## src/scpi_pkg.sv

```systemverilog
// constants and types for the sdram control pin interface
package scpi_pkg;
    // organisation codes
    localparam logic [1:0] ORG_X4  = 2'h0;
    localparam logic [1:0] ORG_X8  = 2'h1;
    localparam logic [1:0] ORG_X16 = 2'h2;

    localparam int NUM_BANKS   = 8;
    localparam int NUM_LANES   = 2;
    localparam int SYNC_STAGES = 2;

    // command codes on {row, column, write} strobes, active low
    localparam logic [2:0] CMD_MRS = 3'h0;
    localparam logic [2:0] CMD_REF = 3'h1;
    localparam logic [2:0] CMD_PRE = 3'h2;
    localparam logic [2:0] CMD_ACT = 3'h3;
    localparam logic [2:0] CMD_WR  = 3'h4;
    localparam logic [2:0] CMD_RD  = 3'h5;
    localparam logic [2:0] CMD_NOP = 3'h7;

    // bank address that selects the first extended configuration register
    localparam logic [2:0] BA_EXT_ONE = 3'h1;

    // positions in the synchronised pin vector
    localparam int PIN_CK_T    = 0;
    localparam int PIN_CK_C    = 1;
    localparam int PIN_GATE    = 2;
    localparam int PIN_CS_N    = 3;
    localparam int PIN_CMD_LO  = 4;
    localparam int PIN_BA_LO   = 7;
    localparam int PIN_PALL    = 10;
    localparam int PIN_TERM    = 11;
    localparam int PIN_CFG_T   = 12;
    localparam int PIN_CFG_S   = 13;
    localparam int PIN_STB_LO  = 14;
    localparam int PIN_MASK_LO = 16;
    localparam int PIN_WIDTH   = 18;

    // termination target vector positions
    localparam int TT_DATA  = 0;
    localparam int TT_STB_L = 1;
    localparam int TT_RDSTB = 2;
    localparam int TT_MASK0 = 3;
    localparam int TT_STB_U = 4;
    localparam int TT_MASK1 = 5;
    localparam int TT_WIDTH = 6;

    // reset values
    localparam logic RST_TERM_DISABLE = 1'b0;
    localparam logic RST_STROBE_MODE  = 1'b0;

    typedef enum logic [3:0] {
        PS_ACTIVE = 4'h1,
        PS_PD_PRE = 4'h2,
        PS_PD_ACT = 4'h4,
        PS_SELF   = 4'h8
    } scpi_pwr_t;
endpackage : scpi_pkg

```

## src/scpi_device.sv

```systemverilog
// device-side control pin logic of a ddr2 sdram
`timescale 1ns/100ps
module scpi_device #(
    parameter logic [1:0] ORGANISATION = scpi_pkg::ORG_X8
) (
    input  wire logic                          clock,
    input  wire logic                          reset,
    input  wire logic                          diffClockTrue,
    input  wire logic                          diffClockComp,
    input  wire logic                          clockGate,
    input  wire logic                          chipSelectN,
    input  wire logic                          rowStrobeN,
    input  wire logic                          colStrobeN,
    input  wire logic                          writeStrobeN,
    input  wire logic [2:0]                    bankAddr,
    input  wire logic                          precharge_all_bit,
    input  wire logic                          termination_control,
    input  wire logic                          cfgTermOffBit,
    input  wire logic                          cfgStrobeModeBit,
    input  wire logic                          lower_data_strobe,
    input  wire logic                          upper_data_strobe,
    input  wire logic                          lower_byte_mask,
    input  wire logic                          upper_byte_mask,
    output logic                               cmdValid_r,
    output logic [2:0]                         cmdCode_r,
    output logic [scpi_pkg::NUM_BANKS-1:0]     bankOpen_r,
    output scpi_pkg::scpi_pwr_t                powerState_r,
    output logic                               internalClockOn_r,
    output logic                               outputDriveOn_r,
    output logic                               cmdBufOn_r,
    output logic                               clockBufOn_r,
    output logic                               readEdge_r,
    output logic                               termOn_r,
    output logic [scpi_pkg::TT_WIDTH-1:0]      termTargets_r,
    output logic                               strobeMode_r,
    output logic [scpi_pkg::NUM_LANES-1:0]     laneSample_r,
    output logic [scpi_pkg::NUM_LANES-1:0]     laneStore_r
);
    localparam int W = scpi_pkg::PIN_WIDTH;

    function automatic logic isWide(input logic [1:0] org);
        isWide = (org == scpi_pkg::ORG_X16);
    endfunction : isWide

    logic [W-1:0]  pinS1_r;
    logic [W-1:0]  pinS2_r;
    logic [3:0]    edgePrev_r;
    logic          termDisable_r;
    logic          writeActive_r;

    // every pin crosses two flops; only stage two is read
    // no reset: tracking the pins through reset avoids a false edge after it
    always_ff @(posedge clock) begin
        pinS1_r <= {upper_byte_mask, lower_byte_mask, upper_data_strobe,
                    lower_data_strobe, cfgStrobeModeBit, cfgTermOffBit,
                    termination_control, precharge_all_bit, bankAddr,
                    rowStrobeN, colStrobeN, writeStrobeN, chipSelectN,
                    clockGate, diffClockComp, diffClockTrue};
        pinS2_r <= pinS1_r;
    end

    always_ff @(posedge clock) begin
        edgePrev_r <= {pinS2_r[scpi_pkg::PIN_STB_LO+1], pinS2_r[scpi_pkg::PIN_STB_LO],
                       pinS2_r[scpi_pkg::PIN_CK_C], pinS2_r[scpi_pkg::PIN_CK_T]};
    end

    logic       ckT;
    logic       ckC;
    logic       gate;
    logic       clkRise;
    logic       clkFall;
    logic [2:0] cmd;
    logic [2:0] ba;
    logic       allIdle;
    logic       selected;

    assign ckT  = pinS2_r[scpi_pkg::PIN_CK_T];
    assign ckC  = pinS2_r[scpi_pkg::PIN_CK_C];
    assign gate = pinS2_r[scpi_pkg::PIN_GATE];
    assign cmd  = pinS2_r[scpi_pkg::PIN_CMD_LO+2:scpi_pkg::PIN_CMD_LO];
    assign ba   = pinS2_r[scpi_pkg::PIN_BA_LO+2:scpi_pkg::PIN_BA_LO];
    assign clkRise = ckT & ~edgePrev_r[0] & ~ckC;
    assign clkFall = ~ckT & edgePrev_r[0] & ckC;
    assign allIdle = (bankOpen_r == '0);
    assign selected = clkRise & ~pinS2_r[scpi_pkg::PIN_CS_N]
                      & (powerState_r == scpi_pkg::PS_ACTIVE);

    always_ff @(posedge clock) begin
        if (reset) begin
            cmdValid_r <= 1'b0;
            cmdCode_r  <= scpi_pkg::CMD_NOP;
        end else begin
            cmdValid_r <= selected & gate & (cmd != scpi_pkg::CMD_NOP);
            cmdCode_r  <= selected ? cmd : scpi_pkg::CMD_NOP;
        end
    end

    always_ff @(posedge clock) begin
        if (reset) begin
            bankOpen_r <= '0;
        end else if (selected && gate && cmd == scpi_pkg::CMD_ACT) begin
            bankOpen_r[ba] <= 1'b1;
        end else if (selected && gate && cmd == scpi_pkg::CMD_PRE) begin
            if (pinS2_r[scpi_pkg::PIN_PALL]) begin
                bankOpen_r <= '0;
            end else begin
                bankOpen_r[ba] <= 1'b0;
            end
        end
    end

    always_ff @(posedge clock) begin
        if (reset) begin
            powerState_r <= scpi_pkg::PS_ACTIVE;
        end else begin
            unique case (powerState_r)
                scpi_pkg::PS_ACTIVE: begin
                    // entry only on a clock crossing
                    if (clkRise && !gate) begin
                        if (!allIdle) begin
                            powerState_r <= scpi_pkg::PS_PD_ACT;
                        end else if (selected && cmd == scpi_pkg::CMD_REF) begin
                            powerState_r <= scpi_pkg::PS_SELF;
                        end else begin
                            powerState_r <= scpi_pkg::PS_PD_PRE;
                        end
                    end
                end
                scpi_pkg::PS_PD_PRE, scpi_pkg::PS_PD_ACT: begin
                    if (clkRise && gate) begin
                        powerState_r <= scpi_pkg::PS_ACTIVE;
                    end
                end
                scpi_pkg::PS_SELF: begin
                    if (gate) begin
                        powerState_r <= scpi_pkg::PS_ACTIVE;
                    end
                end
                default: powerState_r <= scpi_pkg::PS_ACTIVE;
            endcase
        end
    end

    // buffer gating from the state and the gate level
    always_ff @(posedge clock) begin
        if (reset) begin
            internalClockOn_r <= 1'b1;
            outputDriveOn_r   <= 1'b1;
            cmdBufOn_r        <= 1'b1;
            clockBufOn_r      <= 1'b1;
        end else begin
            // gate level drives clocks and drivers
            internalClockOn_r <= gate;
            outputDriveOn_r   <= gate && powerState_r == scpi_pkg::PS_ACTIVE;
            cmdBufOn_r        <= powerState_r == scpi_pkg::PS_ACTIVE;
            // clock buffers off in self refresh
            clockBufOn_r      <= powerState_r != scpi_pkg::PS_SELF;
        end
    end

    // read data referenced to both crossings
    always_ff @(posedge clock) begin
        if (reset) begin
            readEdge_r <= 1'b0;
        end else begin
            readEdge_r <= (clkRise | clkFall) & outputDriveOn_r;
        end
    end

    always_ff @(posedge clock) begin
        if (reset) begin
            termDisable_r <= scpi_pkg::RST_TERM_DISABLE;
            strobeMode_r  <= scpi_pkg::RST_STROBE_MODE;
        end else if (selected && gate && cmd == scpi_pkg::CMD_MRS
                     && ba == scpi_pkg::BA_EXT_ONE) begin
            termDisable_r <= pinS2_r[scpi_pkg::PIN_CFG_T];
            strobeMode_r  <= pinS2_r[scpi_pkg::PIN_CFG_S]
                             & (ORGANISATION == scpi_pkg::ORG_X8);
        end
    end

    always_ff @(posedge clock) begin
        if (reset) begin
            termOn_r <= 1'b0;
        end else if (termDisable_r) begin
            termOn_r <= 1'b0;
        end else if (clkRise && powerState_r == scpi_pkg::PS_ACTIVE) begin
            // termination input buffer is off outside the active state
            termOn_r <= pinS2_r[scpi_pkg::PIN_TERM];
        end
    end

    always_ff @(posedge clock) begin
        if (reset) begin
            termTargets_r <= '0;
        end else begin
            termTargets_r <= '0;
            if (termOn_r) begin
                termTargets_r[scpi_pkg::TT_DATA]  <= 1'b1;
                termTargets_r[scpi_pkg::TT_STB_L] <= 1'b1;
                termTargets_r[scpi_pkg::TT_MASK0] <= 1'b1;
                termTargets_r[scpi_pkg::TT_RDSTB] <= !isWide(ORGANISATION);
                termTargets_r[scpi_pkg::TT_STB_U] <= isWide(ORGANISATION);
                termTargets_r[scpi_pkg::TT_MASK1] <= isWide(ORGANISATION);
            end
        end
    end

    // write access window: opened by write, closed by any other command except NOP
    always_ff @(posedge clock) begin
        if (reset) begin
            writeActive_r <= 1'b0;
        end else if (powerState_r != scpi_pkg::PS_ACTIVE) begin
            writeActive_r <= 1'b0;
        end else if (selected && gate && cmd != scpi_pkg::CMD_NOP) begin
            writeActive_r <= (cmd == scpi_pkg::CMD_WR);
        end
    end

    // per-lane mask sampling on both strobe edges
    for (genvar i = 0; i < scpi_pkg::NUM_LANES; i++) begin : g_lane
        logic stbEdge;
        logic laneUsed;
        assign stbEdge  = pinS2_r[scpi_pkg::PIN_STB_LO+i] ^ edgePrev_r[2+i];
        assign laneUsed = (i == 0) || isWide(ORGANISATION);
        always_ff @(posedge clock) begin
            if (reset) begin
                laneSample_r[i] <= 1'b0;
                laneStore_r[i]  <= 1'b0;
            end else begin
                laneSample_r[i] <= stbEdge & writeActive_r & laneUsed;
                laneStore_r[i]  <= stbEdge & writeActive_r & laneUsed
                                   & (strobeMode_r | ~pinS2_r[scpi_pkg::PIN_MASK_LO+i]);
            end
        end
        a_mask_blocks: assert property (@(posedge clock) disable iff (reset)
            (stbEdge && !strobeMode_r && pinS2_r[scpi_pkg::PIN_MASK_LO+i]) |=> !laneStore_r[i])
            else $error("masked write item stored");
    end

    a_cs_masks: assert property (@(posedge clock) disable iff (reset)
        (clkRise && pinS2_r[scpi_pkg::PIN_CS_N]) |=> !cmdValid_r)
        else $error("command taken with select high");
    a_cmd_edge: assert property (@(posedge clock) disable iff (reset)
        cmdValid_r |-> $past(clkRise))
        else $error("command outside clock crossing");
    a_pd_active: assert property (@(posedge clock) disable iff (reset)
        (powerState_r == scpi_pkg::PS_ACTIVE && clkRise && !gate && !allIdle)
        |=> powerState_r == scpi_pkg::PS_PD_ACT)
        else $error("open row did not give active power-down");
    a_sr_exit: assert property (@(posedge clock) disable iff (reset)
        (powerState_r == scpi_pkg::PS_SELF && gate) |=> powerState_r == scpi_pkg::PS_ACTIVE)
        else $error("self refresh exit waited");
    a_pd_bufs: assert property (@(posedge clock) disable iff (reset)
        (powerState_r == scpi_pkg::PS_PD_PRE) [*2] |-> !cmdBufOn_r && clockBufOn_r)
        else $error("power-down buffer gating wrong");
    a_sr_bufs: assert property (@(posedge clock) disable iff (reset)
        (powerState_r == scpi_pkg::PS_SELF) [*2] |-> !clockBufOn_r && !cmdBufOn_r)
        else $error("self refresh buffer gating wrong");
    a_gate_clock: assert property (@(posedge clock) disable iff (reset)
        $fell(gate) |=> !internalClockOn_r)
        else $error("internal clock still on");
    a_term_off: assert property (@(posedge clock) disable iff (reset)
        termDisable_r |=> !termOn_r ##1 termTargets_r == '0)
        else $error("termination while disabled");
    a_pre_all: assert property (@(posedge clock) disable iff (reset)
        (selected && gate && cmd == scpi_pkg::CMD_PRE && pinS2_r[scpi_pkg::PIN_PALL])
        |=> bankOpen_r == '0)
        else $error("precharge all left a bank open");
    a_read_edge: assert property (@(posedge clock) disable iff (reset)
        readEdge_r |-> $past(clkRise || clkFall))
        else $error("read edge without crossing");
endmodule : scpi_device

```

## config.mk

```make
export PLATFORM = sky130hd
export DESIGN_NAME = scpi_device
export DESIGN_NICKNAME = d
export VERILOG_FILES = /design/src/scpi_pkg.sv /design/src/scpi_device.sv
export SDC_FILE = /design/constraint.sdc
export NUM_CORES = 1
export LEC_CHECK = 0
export BUFFER_PORTS_ARGS = -buffer_cell sky130_fd_sc_hd__buf_2
export CAP_MARGIN = 5
export CORE_ASPECT_RATIO = 0.7
export CORE_MARGIN = 5
export CORE_UTILIZATION = 40
export CTS_CLUSTER_DIAMETER = 30
export DETAILED_ROUTE_END_ITERATION = 6
export PLACE_DENSITY = 0.63
export REMOVE_ABC_BUFFERS = 1
export SYNTH_ARGS = -nofsm -noshare
export SYNTH_HDL_FRONTEND = slang
export SYNTH_SLANG_ARGS = --single-unit
```

## constraint.sdc

```tcl
create_clock -name clock -period 1.8 [get_ports clock]
set_input_delay 0.27 -clock clock [delete_from_list [all_inputs] [get_ports clock]]
set_output_delay 0.27 -clock clock [all_outputs]
set_load 0.005 [all_outputs]
```

**Word-level counts from Yosys, hierarchy flattened**

Cells that the tools add are included.

- Word-level logic and storage cells: 92
- Bits in registers: 70
- Bits of input ports: 20
- Output and inout port bits: 33

- Bitwise logic cells: 23
- Magnitude comparators: 2
- Eq/ne operators: 15
- Muxes and demuxes: 12
- Reduce and logical (&&, ||, !) cells: 21

Operator list:

| operator | count |
|---|---|
| 2-to-1 mux 4 bit | 6 |
| 2-to-1 mux 8 bit | 3 |
| logical AND 1 bit | 12 |
| one-hot mux 4 bit (3 select lines) | 1 |
| bitwise AND 1 bit | 11 |
| bitwise AND 8 bit | 1 |
| logical NOT 8 bit | 1 |
| NOT 8 bit | 1 |
| OR 8 bit | 1 |
| OR reduction 2 bit | 4 |
| == test 3 x 1 -> 1 bit, second input constant | 2 |
| == test 3 x 2 -> 1 bit, second input constant | 2 |
| NOT 1 bit | 6 |
| == test 4 x 1 -> 1 bit, second input constant | 1 |
| == test 4 x 2 -> 1 bit, second input constant | 1 |
| == test 4 x 3 -> 1 bit, second input constant | 1 |
| == test 4 bit, second input constant | 1 |
| < comparator 3 x 4 -> 1 bit, second input constant | 1 |
| inequality test 2 bit, second input constant | 2 |
| inequality test 4 x 1 -> 1 bit, second input constant | 1 |
| inequality test 4 bit, second input constant | 1 |
| demux 1 bit (select 3 bit) | 1 |
| == test 3 bit, second input constant | 1 |
| >= comparator 3 x 1 -> 1 bit, second input constant | 1 |
| 9 further kinds | 10 |

**Longest topological paths before layout**

Gate-level depths: netlist of run 1.

- Depth after elaboration: 10
- Depth in mapped cells: 6
- Mapped depth without buffers: 4

**Worst setup path before layout of run 1**

OpenSTA, ideal clock, no wires.

- Path type: register to register
- Start: reg powerState_r[0]
- End: reg powerState_r[3]
- Data arrival time: 1.790 ns
- Cell stages (with the launch flop): 6
- Path buffers: 1
- Setup time: 0.079 ns
- Slack: -0.070 ns
- Clock period less this slack: 1.870 ns
- Data required time: 1.721 ns
- Cell sequence: dfxtp_1 -> buf_2 -> or4b_4 -> nor4_4 -> or3b_1 -> a211oi_2

- Cells in the longest elaborated chain, start to end: 7
- Elaborated cells between the ends (all ways): 15
- Classes of those cells: 7 x eq/ne; 4 x mux; 1 x bitwise; 3 x reduce/logical

Ends and longest elaborated chain:

| element | RTL line | source |
|---|---|---|
| start: declaration | scpi_device.sv:27 | `output scpi_pkg::scpi_pwr_t powerState_r,` |
| start signal: assignment | scpi_device.sv:114 | `powerState_r <= scpi_pkg::PS_ACTIVE;` |
| start signal: assignment | scpi_device.sv:121 | `powerState_r <= scpi_pkg::PS_PD_ACT;` |
| start signal: assignment | scpi_device.sv:123 | `powerState_r <= scpi_pkg::PS_SELF;` |
| == test 4 x 1 -> 1 bit | scpi_device.sv:86, scpi_device.sv:116 |  |
| bitwise AND 1 bit | scpi_device.sv:86 | `& (powerState_r == scpi_pkg::PS_ACTIVE);` |
| logical AND 1 bit | scpi_device.sv:122 | `end else if (selected && cmd == scpi_pkg::CMD_REF) begin` |
| 2-to-1 mux 4 bit | scpi_device.sv:122 |  |
| 2-to-1 mux 4 bit | scpi_device.sv:120 | `if (!allIdle) begin` |
| 2-to-1 mux 4 bit | scpi_device.sv:119 | `if (clkRise && !gate) begin` |
| one-hot mux 4 bit (3 select lines) | scpi_device.sv:116 | `unique case (powerState_r)` |

Several ways; a longest one is shown, not always the timed one. The select of a mux whose other input is x is not followed.
A chain may end at the register's enable or synchronous reset.

**Final worst setup path of run 1**

- Start: reg edgePrev_r[0]
- End: reg powerState_r[3]

- Cells in the longest elaborated chain, start to end: 10
- Elaborated cells between the ends (all ways): 15
- Classes of those cells: 2 x eq/ne; 4 x mux; 5 x bitwise; 4 x reduce/logical

Ends and longest elaborated chain:

| element | RTL line | source |
|---|---|---|
| start: declaration | scpi_device.sv:47 | `logic [3:0] edgePrev_r;` |
| start signal: assignment | scpi_device.sv:63 | `edgePrev_r <= {pinS2_r[scpi_pkg::PIN_STB_LO+1], pinS2_r[scpi_pkg::PIN_STB_LO],` |
| NOT 1 bit * | scpi_device.sv:82 | `assign clkRise = ckT & ~edgePrev_r[0] & ~ckC;` |
| bitwise AND 1 bit * (2 in series) | scpi_device.sv:82 |  |
| bitwise AND 1 bit | scpi_device.sv:85 | `assign selected = clkRise & ~pinS2_r[scpi_pkg::PIN_CS_N]` |
| bitwise AND 1 bit | scpi_device.sv:86 |  |
| logical AND 1 bit | scpi_device.sv:122 |  |
| 2-to-1 mux 4 bit | scpi_device.sv:122 |  |
| 2-to-1 mux 4 bit | scpi_device.sv:120 |  |
| 2-to-1 mux 4 bit | scpi_device.sv:119 |  |
| one-hot mux 4 bit (3 select lines) | scpi_device.sv:116 |  |
| end signal: assignment | scpi_device.sv:121 |  |
| end signal: assignment | scpi_device.sv:123 |  |
| end signal: assignment | scpi_device.sv:125 | `powerState_r <= scpi_pkg::PS_PD_PRE;` |

Mark *: on every way between the ends. The rest lies on a longest branch, timed or not. The select of a mux whose other input is x is not followed.

==> out/results.txt, run 1 <==
Req. time, crit path -> 2070 ps
Total number of vias -> 1,564
Status -> completed
PortBufs -> 46
Multiplexer share of the synthesized area -> 0.961%
VDD IR max -> 0.596 mV
Initial antenna violation count -> 0
Layout cells sized above 1 -> 34.2%
Root Driver -> clkbuf_8
XOR/XNOR Fraction of Synth Area -> 1.26%
Die Y -> 70.4 microns
Vias in the first global route -> 1,405
GP Congestion -> 0.731
Placed insts -> 310
Clock power share -> 36.9%
Row count -> 22
# DRC -> 0
Critical Path Start Type -> flop
Largest family of logic cells by synthesized area -> simple AND/OR/NAND/NOR gates
Final ANT Viol Nets -> 0
Synth warn -> 0
Sw frac -> 25.7%
Number of CTS-inserted buffers -> 9
Pleak -> 1.17 nW
Max-cap viol count -> 0
Worst Hold Depth -> 1
Number of enable flip-flop cells after synthesis -> 0
Routed wire length -> 4.20 mm
Setup Skew -> 5.86 ps
Register area share after synthesis -> 59.6%
Post-Synth Simple-Gate Area -> 20.8%
Fin. Hold Viols -> 0
WL per Instance -> 12.6 microns
Area growth, synth to finish -> 29.7%
CTS tree -> yes
Synth Register Bits -> 62
Compound-Gate Fraction of Synth Area -> 12.1%
Die area -> 6770 sq um
Biggest area consumer among synthesized cells -> dfxtp_1
Final setup fails -> 0
Vias per cell -> 4.71
Crit Path Category -> reg -> reg
Combinational share of power -> 15.6%
Post-DP HPWL -> 2.91 mm
Gr usage total -> 13.4%
Synth Area in Adders -> 0%
Most frequent cells in the layout -> dfxtp_1, buf_2, buf_4
I/O Pins -> 53
Worst-skew pair later-pin latency -> 340 ps
Synth cell types -> 48
Sum Neg Setup Slack -> 0 ps
Seq pwr share -> 47.5%
Iter 0 DRT Violations -> 54
Final period util -> 97.9%
Crit end category -> flop
Synth top area cells -> dfxtp_1, buf_4, a31oi_1, a211oi_1, a21o_1
Number of H-tree levels -> 3
Unrepaired setup endpoints after global routing -> false
Max Slew Vio Count -> 0
First-pass DRT Iterations -> 4
Min Tclk post-route -> 1760 ps
First-pass GRT wire length -> 6.69 mm
Hold wc startpoint -> cfgTermOffBit
CTS max path bufs -> 2
Primary FF master, synth -> dfxtp_1
Worst Hold End -> pinS1_r[12]
P_int -> 2.33 mW
R2R depth -> 4
Mapped Cells -> 189
Yosys top cell area share -> 59.6%
Post-synth ARST share -> 0%
Worst-path clk slew -> 70 ps
Largest net degree at the start of global routing -> 24
PD cells -> 1160 nW/um^2
Nets -> 275
Worst hold path type -> in -> reg
CP Cell Sequence -> or4b_4 > nor4_4 > or3b_1 > a211oi_2
DIE WIDTH -> 96.3 microns
Slowest cell on crit path -> or4b_4
Largest fanout on the critical path -> 2
Worst R2R Start -> edgePrev_r[0]
N_diodes -> 0
CP max stage delay -> 550 ps
Max Freq -> 567 MHz
Most common cell after layout, fill and taps aside -> dfxtp_1
Initial Util -> 40.5%
Non-Filler Instances -> 332
Crit path DAT -> 2030 ps
FF-to-FF setup slack -> 40 ps
Syn_area_per_cell -> 11.0 sq um
CTS Sinks -> 62
Switching power of the nets -> 0.805 mW
Core area -> 5150 sq um
Mapped cell area -> 2080 sq um
Remaining Overflow, GRT -> 0
Worst r2r dst -> powerState_r[3]
worst max-delay path: cells and delay by family, from the launching register on:
kind | cells | cell delay [ps]
AO/OA/AOI/OAI | 1 | 170
flip-flops | 1 | 320
AND/OR/NAND/NOR | 3 | 1200
cell families (layout without fill, tap and decap cells):
kind of cell	Yosys count	in the layout
DFF	62	62
muxes	2	2
AOI/OAI and AO/OA	37	37
and+or+nand+nor	65	65
buffers and inverters	19	87
other	1	4
xor gates and xnor gates	3	3
metrics by stage:
step	utilization [%]	area, sq um	setup slack (ps)	hold WS (ps)	power [mW]
CTS	51.3	2640	27.6	5.38	3.16
global route	52.5	2700	1.05	2.33	3.30
global placement	47.4	2440	-18.8	310	1.98
finish	52.5	2700	37.5	27.1	3.14
floorplan	-	2000	-57.5	298	1.78
detailed placement	47.4	2440	-34.4	312	1.98
final cells by class:
cell class              count  area [sq um]
clock buffers              10           128
clock inverters             6          62.6
fillers                   481          2440
inverters                   3          11.3
multi-input cells         111           764
flip-flops and latches     62          1240
well taps                  72          90.1
repair buffers             68           405
power by group through the flow:
stage / clock (mW) / sequential (mW) / combinational [mW]
finish: 1.16 / 1.49 / 0.490
detailed placement: 0 / 1.52 / 0.457
floorplan: 0 / 1.55 / 0.231
CTS: 1.20 / 1.49 / 0.464
global route: 1.27 / 1.50 / 0.537
global placement: 0 / 1.52 / 0.456
cell usage after synthesis (3+ instances only):
| master | count |
|---|---|
| dfxtp_1 | 62 |
| nor2_1 | 8 |
| a21oi_1 | 7 |
| a31oi_1 | 7 |
| buf_4 | 7 |
| nand3_1 | 6 |
| nor2b_1 | 6 |
| a211oi_1 | 5 |
| a21o_1 | 5 |
| clkbuf_1 | 5 |
| nand2b_1 | 5 |
| nor3_1 | 5 |
| nor3b_1 | 5 |
| o21ai_0 | 5 |
| inv_1 | 3 |
| nand2_1 | 3 |
| nor4_1 | 3 |
metal layers:
layer | wire length, microns | vias up | GRT usage [%]
li1 | - | 799 | -
met1 | 2040 | 715 | 17.3
met2 | 1760 | 42 | 18.0
met3 | 323 | 8 | 7.53
met4 | 74 | 0 | 5.68
met5 | 0 | - | 0
flip-flops by register name, indices dropped and copies added, names as in the netlist, 2 cells and up:
| name | cells |
|---|---|
| bankOpen_r | 8 |
| cmdCode_r | 3 |
| edgePrev_r | 2 |
| pinS1_r | 16 |
| pinS2_r | 16 |
| powerState_r | 4 |
worst max path at each step:
stage / startpoint / endpoint / slack (ps) / cells after the start
floorplan: powerState_r[0] / powerState_r[3] / -60 / 4
global placement: edgePrev_r[0] / powerState_r[3] / -20 / 4
detailed placement: edgePrev_r[0] / powerState_r[3] / -30 / 4
CTS: powerState_r[2] / powerState_r[3] / 30 / 4
global route: powerState_r[3] / bankOpen_r[5] / 1 / 6
finish: edgePrev_r[0] / powerState_r[3] / 40 / 4
what timing repair did:
action / 4_1_cts / 5_1_grt
gates resized for setup: 1 / 2
setup endpoints to repair: 1 / 8
setup buffers: 1 / 1
hold buffers: 0 / 4
pin swaps: 3 / 1
hold endpoints to repair: 0 / 4
(Power assumes the default switching activity.)
==> inputs of run 2 (changes only) <==
- ABC_AREA: not set -> 1
- SETUP_SLACK_MARGIN: not set -> 0.2
==> out/results.txt, run 2 <==
Gr usage total -> 12.8% (-0.62 points)
Routed wire length -> 4.04 mm (-3.7%)
Non-Filler Instances -> 384 (+16%)
Post-DP HPWL -> 2.92 mm (+0.47%)
Worst r2r dst -> bankOpen_r[5]
Req. time, crit path -> 2030 ps (-40 ps)
Post-CTS resize count -> 0 (-1)
Compound-Gate Fraction of Synth Area -> 2.41% (-9.7 points)
Core area -> 5200 sq um (+1.1%)
Sum Neg Setup Slack -> 0 ps (unchanged)
Flip-flop and latch area -> 1240 sq um (unchanged)
Worst hold path type -> in -> reg
Register area share after synthesis -> 58.3% (-1.3 points)
XOR/XNOR Fraction of Synth Area -> 0% (-1.3 points)
Synth warn -> 0 (unchanged)
Multiplexer share of the synthesized area -> 0% (-0.96 points)
Mapped cell area -> 2130 sq um (+2.2%)
DIE WIDTH -> 97.2 microns (+0.99%)
Nets -> 327 (+19%)
Number of CTS-inserted buffers -> 9 (unchanged)
First-pass GRT wire length -> 6.91 mm (+3.3%)
Top-count cell post-synth -> dfxtp_1
Max Freq -> 694 MHz (+22%)
Initial Util -> 40.9% (+0.46 points)
Critical Path Start Type -> flop
Total number of vias -> 1,635 (+4.5%)
Multi-input logic area -> 692 sq um (-9.5%)
FF-to-FF setup slack -> 360 ps (+320 ps)
CTS max path bufs -> 2 (unchanged)
Area growth, synth to finish -> 22.4%
Primary FF master, synth -> dfxtp_1
Most frequent cells in the layout -> dfxtp_1, buf_2, nor2_1
Crit path DAT -> 1670 ps (-360 ps)
Placed insts -> 366 (+18%)
Final period util -> 80.0% (-18 points)
Row count -> 22 (unchanged)
Mapped Cells -> 251 (+33%)
Worst-skew pair later-pin latency -> 340 ps (about the same)
Post-Synth Simple-Gate Area -> 29.4% (+8.6 points)
Root Driver -> clkbuf_8
# DRC -> 0 (unchanged)
Number of enable flip-flop cells after synthesis -> 0 (unchanged)
Most common cell after layout, fill and taps aside -> dfxtp_1
Remaining Overflow, GRT -> 0 (unchanged)
Die Y -> 71.0 microns (+0.94%)
Post-synth top cells -> dfxtp_1, nor2_1, nand2_1
Placed cell area -> 2410 sq um (-0.97%)
VDD IR max -> 0.593 mV (-0.66%)
Min Tclk post-route -> 1440 ps (-322 ps)
Design area -> 2610 sq um (-3.5%)
Max-cap viol count -> 0 (unchanged)
Die area -> 6910 sq um (+1.9%)
R2R depth -> 6 (+2)
Status -> completed
Crit Path Category -> reg -> reg
Final ANT Viol Nets -> 0 (unchanged)
Yosys top cell area share -> 58.3% (-1.3 points)
Syn_area_per_cell -> 8.48 sq um (-23%)
Hold wc startpoint -> lower_byte_mask
Fin. Hold Viols -> 0 (unchanged)
PD cells -> 1230 nW/um^2 (+6.0%)
Regs by FF count -> pinS1_r x16, pinS2_r x16, bankOpen_r x8
Worst-path clk slew -> 70 ps (about the same)
CTS Sinks -> 62 (unchanged)
Max Slew Vio Count -> 0 (unchanged)
PortBufs -> 46 (unchanged)
Final setup fails -> 0 (unchanged)
Initial antenna violation count -> 0 (unchanged)
Number of H-tree levels -> 3 (unchanged)
First-pass DRT Iterations -> 4 (unchanged)
Synth Area in Adders -> 0% (unchanged)
Biggest area consumer among synthesized cells -> dfxtp_1
Hold_ws -> 28.4 ps (+1.31 ps)
I/O Pins -> 53 (unchanged)
Largest family of logic cells by synthesized area -> simple AND/OR/NAND/NOR gates
Unrepaired setup endpoints after global routing -> false
Vias in the first global route -> 1,529 (+8.8%)
Synth Register Bits -> 62 (unchanged)
WL per Instance -> 10.5 microns (-17%)
Postcts setup bufs -> 0 (-1)
Iter 0 DRT Violations -> 86 (+59%)
Pleak -> 1.30 nW (+11%)
Layout cells sized above 1 -> 26.3% (-7.9 points)
GP Congestion -> 0.806 (+10%)
Synth cell types -> 24 (-50%)
Largest net degree at the start of global routing -> 14 (-42%)
N_diodes -> 0 (unchanged)
Post-synth ARST share -> 0% (unchanged)
Vias per cell -> 4.26 (-9.6%)
Worst Hold End -> pinS1_r[16]
Overall power -> 3.21 mW (+2.3%)
Worst Hold Depth -> 1 (unchanged)
Worst R2R Start -> powerState_r[2]
Largest fanout on the critical path -> 8 (+6)
CTS tree -> yes
Synth top area cells -> dfxtp_1, nor2_1, nand2_1, inv_1, nand3_1
FILL cells -> 512 (+6.4%)
Setup Skew -> 7.77 ps (+1.91 ps)
Crit end category -> flop
==> run 2: cell count changes after synthesis, moves of 6 or more <==
cell     change
a31oi_1      -7
inv_1       +30
nand2_1     +40
nand3_1      +7
nand4_1      +7
nor2_1      +37
nor2b_1      -6
==> run 2: worst max path at each step <==
stage	cells past startpoint	start	slack, ps	end
after floorplan	8	powerState_r[1]	500	strobeMode_r
after global placement	7	pinS2_r[0]	410	bankOpen_r[3]
after detailed placement	6	powerState_r[2]	370	bankOpen_r[5]
after CTS	7	pinS2_r[0]	350	bankOpen_r[5]
after global routing	6	powerState_r[2]	240	bankOpen_r[5]
final	6	powerState_r[2]	360	bankOpen_r[5]
==> run 2: kinds of logic (layout without fill, tap and decap cells) <==
kind of cell / count (synthesis) / after routing
and+or+nand+nor: 134 / 134
DFF: 62 / 62
buffers and inverters: 45 / 103
AOI/OAI and AO/OA: 9 / 9
other: 1 / 4
==> run 2: area by class of cell <==
cell class / count / area share [%]
multi-input cells: 147 / 26.5
clock inverters: 7 / 1.87
clock buffers: 9 / 4.75
repair buffers: 52 / 10.7
well taps: 72 / 3.45
inverters: 35 / 5.04
flip-flops and latches: 62 / 47.6
==> run 2: critical path, cell delays in order (launching register included) <==
cell     delay, ps
dfxtp_1        370
nor2_4         140
nand3_4        130
nor2_4         200
nand4_2        240
nor2_1         180
nor2_1          70
==> run 2: repair_timing <==
item / CTS / global route
hold endpoints to repair: 0 / 2
hold buffers: 0 / 2
endpoints found under the setup margin: 0 / 0
==> run 2: per-stage QoR <==
step           utilization (%)  setup slack, ps
5_1_grt                   50.1              240
6_report                  50.1              360
3_5_place_dp              46.4              374
3_3_place_gp              46.4              411
4_1_cts                   49.7              354
2_1_floorplan                -              500
==> run 2: routing by layer <==
layer  vias to the layer above  GRT usage (%)  routed length [microns]
met5                         -              0                        0
met2                        48           18.3                     1620
li1                        883              -                        -
met1                       694           15.9                     2030
met4                         0           6.91                       89
met3                        10           6.01                      302
==> run 2: report_power, final <==
group | total [mW] | switching (mW) | internal (mW)
Clock | 1.04 | 0.541 | 0.499
Sequential | 1.56 | 0.0804 | 1.48
Combinational | 0.614 | 0.376 | 0.238
Total | 3.21 | 0.998 | 2.21
